==> config.mk <==
export PLATFORM = sky130hd
export DESIGN_NAME = jisp_top
export DESIGN_NICKNAME = d
export VERILOG_FILES = /design/src/jisp_pkg.sv /design/src/jisp_array.sv /design/src/jisp_top.sv
export SDC_FILE = /design/constraint.sdc
export NUM_CORES = 1
export LEC_CHECK = 0
export BUFFER_PORTS_ARGS = -buffer_cell sky130_fd_sc_hd__clkbuf_2
export CORE_UTILIZATION = 55
export DETAILED_ROUTE_END_ITERATION = 6
export PLACE_DENSITY = 0.74
export SETUP_SLACK_MARGIN = 0.1
export SYNTH_ARGS = -nofsm -noshare
export SYNTH_HDL_FRONTEND = slang
export SYNTH_SLANG_ARGS = --single-unit
==> constraint.sdc <==
create_clock -name ref_clk -period 3.15 [get_ports ref_clk]
set_clock_uncertainty 0.15 [all_clocks]
set_input_delay 0.63 -clock ref_clk [delete_from_list [all_inputs] [get_ports ref_clk]]
set_output_delay 0.63 -clock ref_clk [all_outputs]
set_load 0.005 [all_outputs]
==> src/jisp_pkg.sv <==
package jisp_pkg;
  localparam int unsigned CLK_HZ = 20_000_000;
  localparam logic [3:0] INS_ENABLE = 4'h9;
  localparam logic [3:0] INS_ERASE = 4'ha;
  localparam logic [3:0] INS_PROGRAM = 4'hb;
  localparam logic [3:0] INS_VERIFY = 4'hc;
  localparam logic [3:0] INS_BYPASS = 4'hf;
  localparam logic [3:0] INS_IDCODE = 4'h1;
  localparam int unsigned ROW_W = 16;
  localparam int unsigned ADDR_W = 4;
  localparam int unsigned ISR_W = ROW_W + ADDR_W;
  // Pulse widths as printed, least times
  localparam int unsigned PWE_MS = 100;
  localparam int unsigned PWP_MS = 10;
  localparam int unsigned PWV_US = 10;
  localparam int unsigned ERASE_CYC = PWE_MS * (CLK_HZ / 1000);
  localparam int unsigned PROG_CYC = PWP_MS * (CLK_HZ / 1000);
  localparam int unsigned VERIFY_CYC = PWV_US * (CLK_HZ / 1_000_000);
  // Arbitrary identification value
  localparam logic [31:0] ID_RESET = 32'h0000_1001;
  typedef enum logic [3:0] {
    JISP_RESET = 4'h0, JISP_IDLE = 4'h1, JISP_SEL_DR = 4'h2, JISP_CAP_DR = 4'h3,
    JISP_SH_DR = 4'h4, JISP_EX1_DR = 4'h5, JISP_PAU_DR = 4'h6, JISP_EX2_DR = 4'h7,
    JISP_UPD_DR = 4'h8, JISP_SEL_IR = 4'h9, JISP_CAP_IR = 4'ha, JISP_SH_IR = 4'hb,
    JISP_EX1_IR = 4'hc, JISP_PAU_IR = 4'hd, JISP_EX2_IR = 4'he, JISP_UPD_IR = 4'hf
  } jisp_tap_t;
endpackage : jisp_pkg

==> src/jisp_array.sv <==
`timescale 1ns/100ps
// Row memory of the configuration array; read data come from a register
module jisp_array #(
  parameter int unsigned AW = 4,
  parameter int unsigned DW = 16
) (
  input wire logic clk,
  input wire logic ce,
  input wire logic wr,
  input wire logic [AW-1:0] addr,
  input wire logic [DW-1:0] wdata,
  output logic [DW-1:0] rdata
);
  logic [DW-1:0] mem [0:(1<<AW)-1];

  always_ff @(posedge clk) begin
    if (ce) begin
      if (wr) begin
        mem[addr] <= wdata;
      end
      rdata <= mem[addr];
    end
  end
endmodule : jisp_array

==> src/jisp_top.sv <==
`timescale 1ns/100ps
module jisp_top
  import jisp_pkg::*;
#(
  parameter int unsigned ERASE_CYCLES = ERASE_CYC,
  parameter int unsigned PROG_CYCLES = PROG_CYC,
  parameter int unsigned VERIFY_CYCLES = VERIFY_CYC,
  parameter logic [31:0] ID_VALUE = ID_RESET
) (
  // Clock and reset
  input wire logic ref_clk,
  input wire logic arst_n,
  input wire logic clk_en,
  // Test port pins
  input wire logic tck,
  input wire logic tms,
  input wire logic tdi,
  output logic tdo_o,
  output logic tdo_oe_n,
  // User logic
  input wire logic [7:0] user_out,
  input wire logic [7:0] user_verify_val,
  output logic [7:0] pin_out,
  output logic isp_busy,
  output logic pump_on
);
  // ----------------------------------------------------------------
  // Pin synchronisers and test clock edges
  // ----------------------------------------------------------------
  logic [1:0] tck_s, tms_s, tdi_s;
  logic tck_q;
  logic tck_rise, tck_fall;

  always_ff @(posedge ref_clk or negedge arst_n) begin
    if (!arst_n) begin
      // Test clock rests low, so start at that level to avoid a false edge
      tck_s <= 2'h0;
      tms_s <= 2'h3;
      tdi_s <= 2'h3;
      tck_q <= 1'b0;
    end else if (clk_en) begin
      tck_s <= {tck_s[0], tck};
      tms_s <= {tms_s[0], tms};
      tdi_s <= {tdi_s[0], tdi};
      tck_q <= tck_s[1];
    end
  end

  assign tck_rise = clk_en && tck_s[1] && !tck_q;
  assign tck_fall = clk_en && !tck_s[1] && tck_q;

  // ----------------------------------------------------------------
  // Port controller
  // ----------------------------------------------------------------
  jisp_tap_t tap, next_tap;
  logic t;

  always_comb begin
    t = tms_s[1];
    unique case (tap)
      JISP_RESET: next_tap = t ? JISP_RESET : JISP_IDLE;
      JISP_IDLE: next_tap = t ? JISP_SEL_DR : JISP_IDLE;
      JISP_SEL_DR: next_tap = t ? JISP_SEL_IR : JISP_CAP_DR;
      JISP_CAP_DR: next_tap = t ? JISP_EX1_DR : JISP_SH_DR;
      JISP_SH_DR: next_tap = t ? JISP_EX1_DR : JISP_SH_DR;
      JISP_EX1_DR: next_tap = t ? JISP_UPD_DR : JISP_PAU_DR;
      JISP_PAU_DR: next_tap = t ? JISP_EX2_DR : JISP_PAU_DR;
      JISP_EX2_DR: next_tap = t ? JISP_UPD_DR : JISP_SH_DR;
      JISP_UPD_DR: next_tap = t ? JISP_SEL_DR : JISP_IDLE;
      JISP_SEL_IR: next_tap = t ? JISP_RESET : JISP_CAP_IR;
      JISP_CAP_IR: next_tap = t ? JISP_EX1_IR : JISP_SH_IR;
      JISP_SH_IR: next_tap = t ? JISP_EX1_IR : JISP_SH_IR;
      JISP_EX1_IR: next_tap = t ? JISP_UPD_IR : JISP_PAU_IR;
      JISP_PAU_IR: next_tap = t ? JISP_EX2_IR : JISP_PAU_IR;
      JISP_EX2_IR: next_tap = t ? JISP_UPD_IR : JISP_SH_IR;
      JISP_UPD_IR: next_tap = t ? JISP_SEL_DR : JISP_IDLE;
    endcase
  end

  // Power-up reset stands in for the missing test reset pin
  always_ff @(posedge ref_clk or negedge arst_n) begin
    if (!arst_n) begin
      tap <= JISP_RESET;
    end else if (tck_rise) begin
      tap <= next_tap;
    end
  end

  // ----------------------------------------------------------------
  // Instruction register and unlock
  // ----------------------------------------------------------------
  logic [3:0] ir_sh, ir;
  logic unlocked;

  always_ff @(posedge ref_clk or negedge arst_n) begin
    if (!arst_n) begin
      ir_sh <= 4'h0;
      ir <= INS_IDCODE;
    end else if (tck_rise) begin
      if (tap == JISP_CAP_IR) begin
        ir_sh <= 4'h1;
      end else if (tap == JISP_SH_IR) begin
        ir_sh <= {tdi_s[1], ir_sh[3:1]};
      end
      if (tap == JISP_RESET) begin
        ir <= INS_IDCODE;
      end else if (tap == JISP_UPD_IR) begin
        ir <= ir_sh;
      end
    end
  end

  // Unlock survives later instructions; only the reset state drops it
  always_ff @(posedge ref_clk or negedge arst_n) begin
    if (!arst_n) begin
      unlocked <= 1'b0;
    end else if (tck_rise) begin
      if (tap == JISP_RESET) begin
        unlocked <= 1'b0;
      end else if (tap == JISP_UPD_IR && ir_sh == INS_ENABLE) begin
        unlocked <= 1'b1;
      end
    end
  end

  logic isp_sel;
  assign isp_sel = unlocked && (ir == INS_ENABLE || ir == INS_ERASE ||
                                ir == INS_PROGRAM || ir == INS_VERIFY);

  // ----------------------------------------------------------------
  // Operation sequencer
  // ----------------------------------------------------------------
  logic [31:0] op_cnt;
  logic erasing, programming, verifying;
  logic [ADDR_W:0] erase_row;
  logic [ROW_W+ADDR_W-1:0] isr;
  logic [ROW_W-1:0] rd_data;
  logic arr_wr;
  logic [ADDR_W-1:0] arr_addr;
  logic [ROW_W-1:0] arr_wdata;
  logic start_op;

  // Operation starts when run state is entered after loading the code
  assign start_op = tck_rise && tap == JISP_UPD_DR && !tms_s[1] && isp_sel &&
                    !isp_busy;

  always_ff @(posedge ref_clk or negedge arst_n) begin
    if (!arst_n) begin
      erasing <= 1'b0;
      programming <= 1'b0;
      verifying <= 1'b0;
      op_cnt <= 32'h0;
      erase_row <= '0;
    end else if (clk_en) begin
      if (start_op) begin
        erasing <= (ir == INS_ERASE);
        programming <= (ir == INS_PROGRAM);
        verifying <= (ir == INS_VERIFY);
        op_cnt <= 32'h0;
        erase_row <= '0;
      end else if (isp_busy) begin
        op_cnt <= op_cnt + 32'h1;
        if (erasing && !erase_row[ADDR_W]) begin
          erase_row <= erase_row + 1'b1;
        end
        if ((erasing && op_cnt + 32'h1 >= ERASE_CYCLES) ||
            (programming && op_cnt + 32'h1 >= PROG_CYCLES) ||
            (verifying && op_cnt + 32'h1 >= VERIFY_CYCLES)) begin
          erasing <= 1'b0;
          programming <= 1'b0;
          verifying <= 1'b0;
        end
      end
    end
  end

  always_ff @(posedge ref_clk or negedge arst_n) begin
    if (!arst_n) begin
      isp_busy <= 1'b0;
      pump_on <= 1'b0;
    end else if (clk_en) begin
      isp_busy <= erasing || programming || verifying || start_op;
      pump_on <= (erasing || programming) && isp_busy;
    end
  end

  // Whole array is walked row by row inside the single erase pulse
  assign arr_wr = clk_en && ((erasing && !erase_row[ADDR_W]) ||
                  (programming && op_cnt == 32'h0));
  assign arr_addr = erasing ? erase_row[ADDR_W-1:0] : isr[ADDR_W-1:0];
  assign arr_wdata = erasing ? '0 : isr[ISR_W-1:ADDR_W];

  jisp_array #(.AW(ADDR_W), .DW(ROW_W)) u_array (
    .clk(ref_clk),
    .ce(clk_en),
    .wr(arr_wr),
    .addr(arr_addr),
    .wdata(arr_wdata),
    .rdata(rd_data)
  );

  // ----------------------------------------------------------------
  // Data registers: ISP shift, bypass, identification
  // ----------------------------------------------------------------
  logic byp;
  logic [31:0] idr;
  logic cap_row;

  always_ff @(posedge ref_clk or negedge arst_n) begin
    if (!arst_n) begin
      cap_row <= 1'b0;
    end else if (clk_en) begin
      cap_row <= verifying && op_cnt == 32'h1;
    end
  end

  always_ff @(posedge ref_clk or negedge arst_n) begin
    if (!arst_n) begin
      isr <= '0;
    end else if (cap_row && clk_en) begin
      isr <= {rd_data, isr[ADDR_W-1:0]};
    end else if (tck_rise && tap == JISP_SH_DR && isp_sel) begin
      isr <= {tdi_s[1], isr[ISR_W-1:1]};
    end
  end

  always_ff @(posedge ref_clk or negedge arst_n) begin
    if (!arst_n) begin
      byp <= 1'b0;
      idr <= 32'h0;
    end else if (tck_rise) begin
      if (tap == JISP_CAP_DR) begin
        byp <= 1'b0;
        idr <= ID_VALUE;
      end else if (tap == JISP_SH_DR) begin
        byp <= tdi_s[1];
        idr <= {tdi_s[1], idr[31:1]};
      end
    end
  end

  // ----------------------------------------------------------------
  // Data out on falling edge, floating when not shifting
  // ----------------------------------------------------------------
  logic so;

  always_comb begin
    if (tap == JISP_SH_IR) begin
      so = ir_sh[0];
    end else if (isp_sel) begin
      so = isr[0];
    end else if (ir == INS_IDCODE) begin
      so = idr[0];
    end else begin
      so = byp;
    end
  end

  always_ff @(posedge ref_clk or negedge arst_n) begin
    if (!arst_n) begin
      tdo_o <= 1'b0;
      tdo_oe_n <= 1'b1;
    end else if (tck_fall) begin
      tdo_o <= so;
      tdo_oe_n <= !(tap == JISP_SH_DR || tap == JISP_SH_IR);
    end
  end

  // ----------------------------------------------------------------
  // User pins
  // ----------------------------------------------------------------
  always_ff @(posedge ref_clk or negedge arst_n) begin
    if (!arst_n) begin
      pin_out <= 8'h00;
    end else if (clk_en) begin
      pin_out <= verifying ? user_verify_val : user_out;
    end
  end
endmodule : jisp_top

==> metrics.yaml <==
routedWlPerCell_um: 21.4
synth_commonest_cells: "edfxtp_1, nand2_1, dfrtp_1"
clockBufferDepth: 3
worstMarginPinSlew_ns: 1.08
placed_area_um2: 18400
n_antenna_cell: 0
cpMaxStageDelayCell: "or4_4"
grt_overflow: 0
drtAntennaViolNets: 0
gp_congestion: 0.977
finalSetupViolCount: 0
fmax_mhz: 337
syn-num-nets: 1300
synth-warning-count: 0
path_buf_inv: 0
clock-sinks: 397
synth.avg_cell_area_um2: 13.4
synth_enable_flop_cells: 272
synth_seq_cells: 397
grt_pass1_vias: 10900
worstPathCellList: "nand2_1 > or4_4 > or3_4 > mux2_2 > a32o_1 > a41oi_1 > o22ai_1 > a31oi_2 > o21ai_1"
stdcell_area_um2: 20100
crit_fanout: 6
async_flop_share: 0.315
rsz0062_at_grt: "yes"
syn_area_um2: 17100
dp.cells: 1729
critical_path_class: "flop to flop"
critPathCaptureType: "flop"
layout-drive-gt1-share: 0.242
nNetsFinal: 1413
synth_top_flop_cell: "edfxtp_1"
initial_core_util: 0.559
track_usage: 0.253
slew_headroom: 0.280
htree_levels: 2
vias: 11100
fillCellCount: 2106
first_pass_iters: 5
ioPinCount: 34
cp.arrival_ns: 3.23
cts_tree: "built"
yosysMostFrequentCell: "edfxtp_1"
final-instance-count-excl-fill: 1816
place_ws_ns: -0.0150
grt_antenna_before_repair: 0
worst_slack_ns: 0.183
yosys.area.top_type: "edfxtp_1"
initialDrtViolationCount: 1090
worstSkewPairLatency_ns: 0.56
slowest_delay_ns: 0.55
area_growth_syn_to_layout_pct: 17.8
crit_path_start_kind: "flop"
status: "finished clean"
drv_cap: 0
powerDensity_nw_per_um2: 690
finalHoldWorstSlack_ns: 0.172
portBuffers: 33
cp.required_ns: 3.42
min_period_over_period: 0.942
ir_drop_v: 0.000653
synth_area_leaders: "edfxtp_1, dfrtp_1, mux4_2"
coreArea_um2: 30600
yosysSeqAreaShare: 0.662
syn_inst: 1274
dieArea_um2: 31800
grt_max_degree: 66
die_h_um: 178
synth_cell_types: 59
cp_top_family: "simple AND/OR/NAND/NOR gates"
hpwlAfterDp_mm: 24.6
synth_top_area_frac: 0.478
slew_viol_final: 0
hold_path.class: "input port to flop"
p_total_mw: 13.9
clk_pin_slew_ns: 0.06
finalHoldViolations: 0
totalWireLength_mm: 38.9
fp.dieW_um: 178
rows: 64
grt_pass1_wl_mm: 60.7
leakage_nw: 7.31
clockRootBuffer: "clkbuf_16"
vias_per_cell: 6.10
period_needed_ns: 2.97
cts_made_buffers: 41
drc_errors: 0
-- area by class of cell --
cell class | instances | area [µm²] | share of cell area
flip-flops and latches | 397 | 11300 | 0.562
multi-input cells | 772 | 5520 | 0.274
repair buffers | 151 | 1150 | 0.0572
clock buffers | 51 | 1090 | 0.0544
well taps | 396 | 495 | 0.0246
clock inverters | 25 | 450 | 0.0224
inverters | 24 | 90.1 | 0.00448
-- worst register-to-register path: stages, from the launching register on --
cell and delay (ns):
dfrtp_2 0.40, nand2_1 0.11, or4_4 0.55, or3_4 0.42, mux2_2 0.26, a32o_1 0.25, a41oi_1 0.18, o22ai_1 0.11
a31oi_2 0.32, o21ai_1 0.10
-- per-stage QoR --
stage / setup TNS (ns) / utilization
after floorplan: 0 / -
after global placement: 0 / 0.601
after detailed placement: -0.0356 / 0.601
after CTS: 0 / 0.652
after global routing: 0 / 0.658
final: 0 / 0.658
-- final timing paths --
check | startpoint | to | slack (ns) | cells after the start
worst min-delay path | tdi | tdi_s[0] | 0.17 | 2
worst max register to register | op_cnt[7] | verifying | 0.18 | 9
worst max-delay path | op_cnt[7] | verifying | 0.18 | 9
min in group asynchronous | arst_n | op_cnt[9] | 0.48 | 2
worst min register to register | u_array.rdata[1] | isr[5] | 0.30 | 2
max in group asynchronous | arst_n | tdi_s[1] | 1.57 | 3
-- power by group --
group | switching (mW) | internal (mW) | total [mW]
logic | 1.18 | 0.610 | 1.79
clock network | 2.06 | 3.40 | 5.47
registers | 0.287 | 6.34 | 6.63
total | 3.53 | 10.4 | 13.9
-- routing by layer --
metal / vias to the layer above / wire, µm / global-route usage
met5: - / 0 / 0
met4: 0 / 985 / 0.0780
met3: 84 / 2740 / 0.0401
met2: 420 / 18500 / 0.407
met1: 5558 / 16700 / 0.358
li1: 5021 / - / -
-- repair_timing --
action / CTS / global route
setup buffers: 0 / 10
gates cloned: 0 / 0
endpoints found under the setup margin: 32 / 259
pin swaps: 1 / 5
hold endpoints to repair: 56 / 0
hold buffers: 1 / 0
gates resized for setup: 3 / 29
-- registers in the layout (all words and copies together) (netlist names), 2 cells and up --
| name | cells |
|---|---|
| ir_sh | 4 |
| idr | 31 |
| u_array.mem | 256 |
| isr | 20 |
| u_array.rdata | 16 |
| tdi_s | 2 |
| pin_out | 8 |
| tck_s | 2 |
| erase_row | 5 |
| op_cnt | 32 |
| ir | 4 |
| tms_s | 2 |
| tap | 4 |
-- cells in the final DEF, fill, tap and decap left out, types with 9 or more instances in the layout --
cell type	Yosys	final
edfxtp_1	272	272
nand2_1	168	168
o21ai_0	116	115
buf_4	0	109
dfrtp_1	119	108
nor2_1	90	76
mux4_2	64	64
clkbuf_16	0	41
nand3_1	33	32
clkbuf_2	0	32
mux2i_1	31	28
a21oi_1	28	27
inv_1	24	24
a31oi_1	23	23
nand4_1	22	22
and2_1	20	20
a211oi_1	17	17
nor2b_1	17	17
nor2_2	0	14
o31ai_1	13	13
mux2_2	13	12
nor3_1	14	11
bufinv_16	0	11
dfrtp_2	0	11
or3_1	9	9
-- kinds of logic after synthesis --
logic type,Yosys count,synth area share
AOI/OAI and AO/OA,239,0.0839
adders and majority gates,4,0.00293
xor gates and xnor gates,12,0.00615
buffers and inverters,105,0.0237
and+or+nand+nor,409,0.111
DFF,397,0.662
muxes,108,0.111
Power figures use the tool's default switching activity.
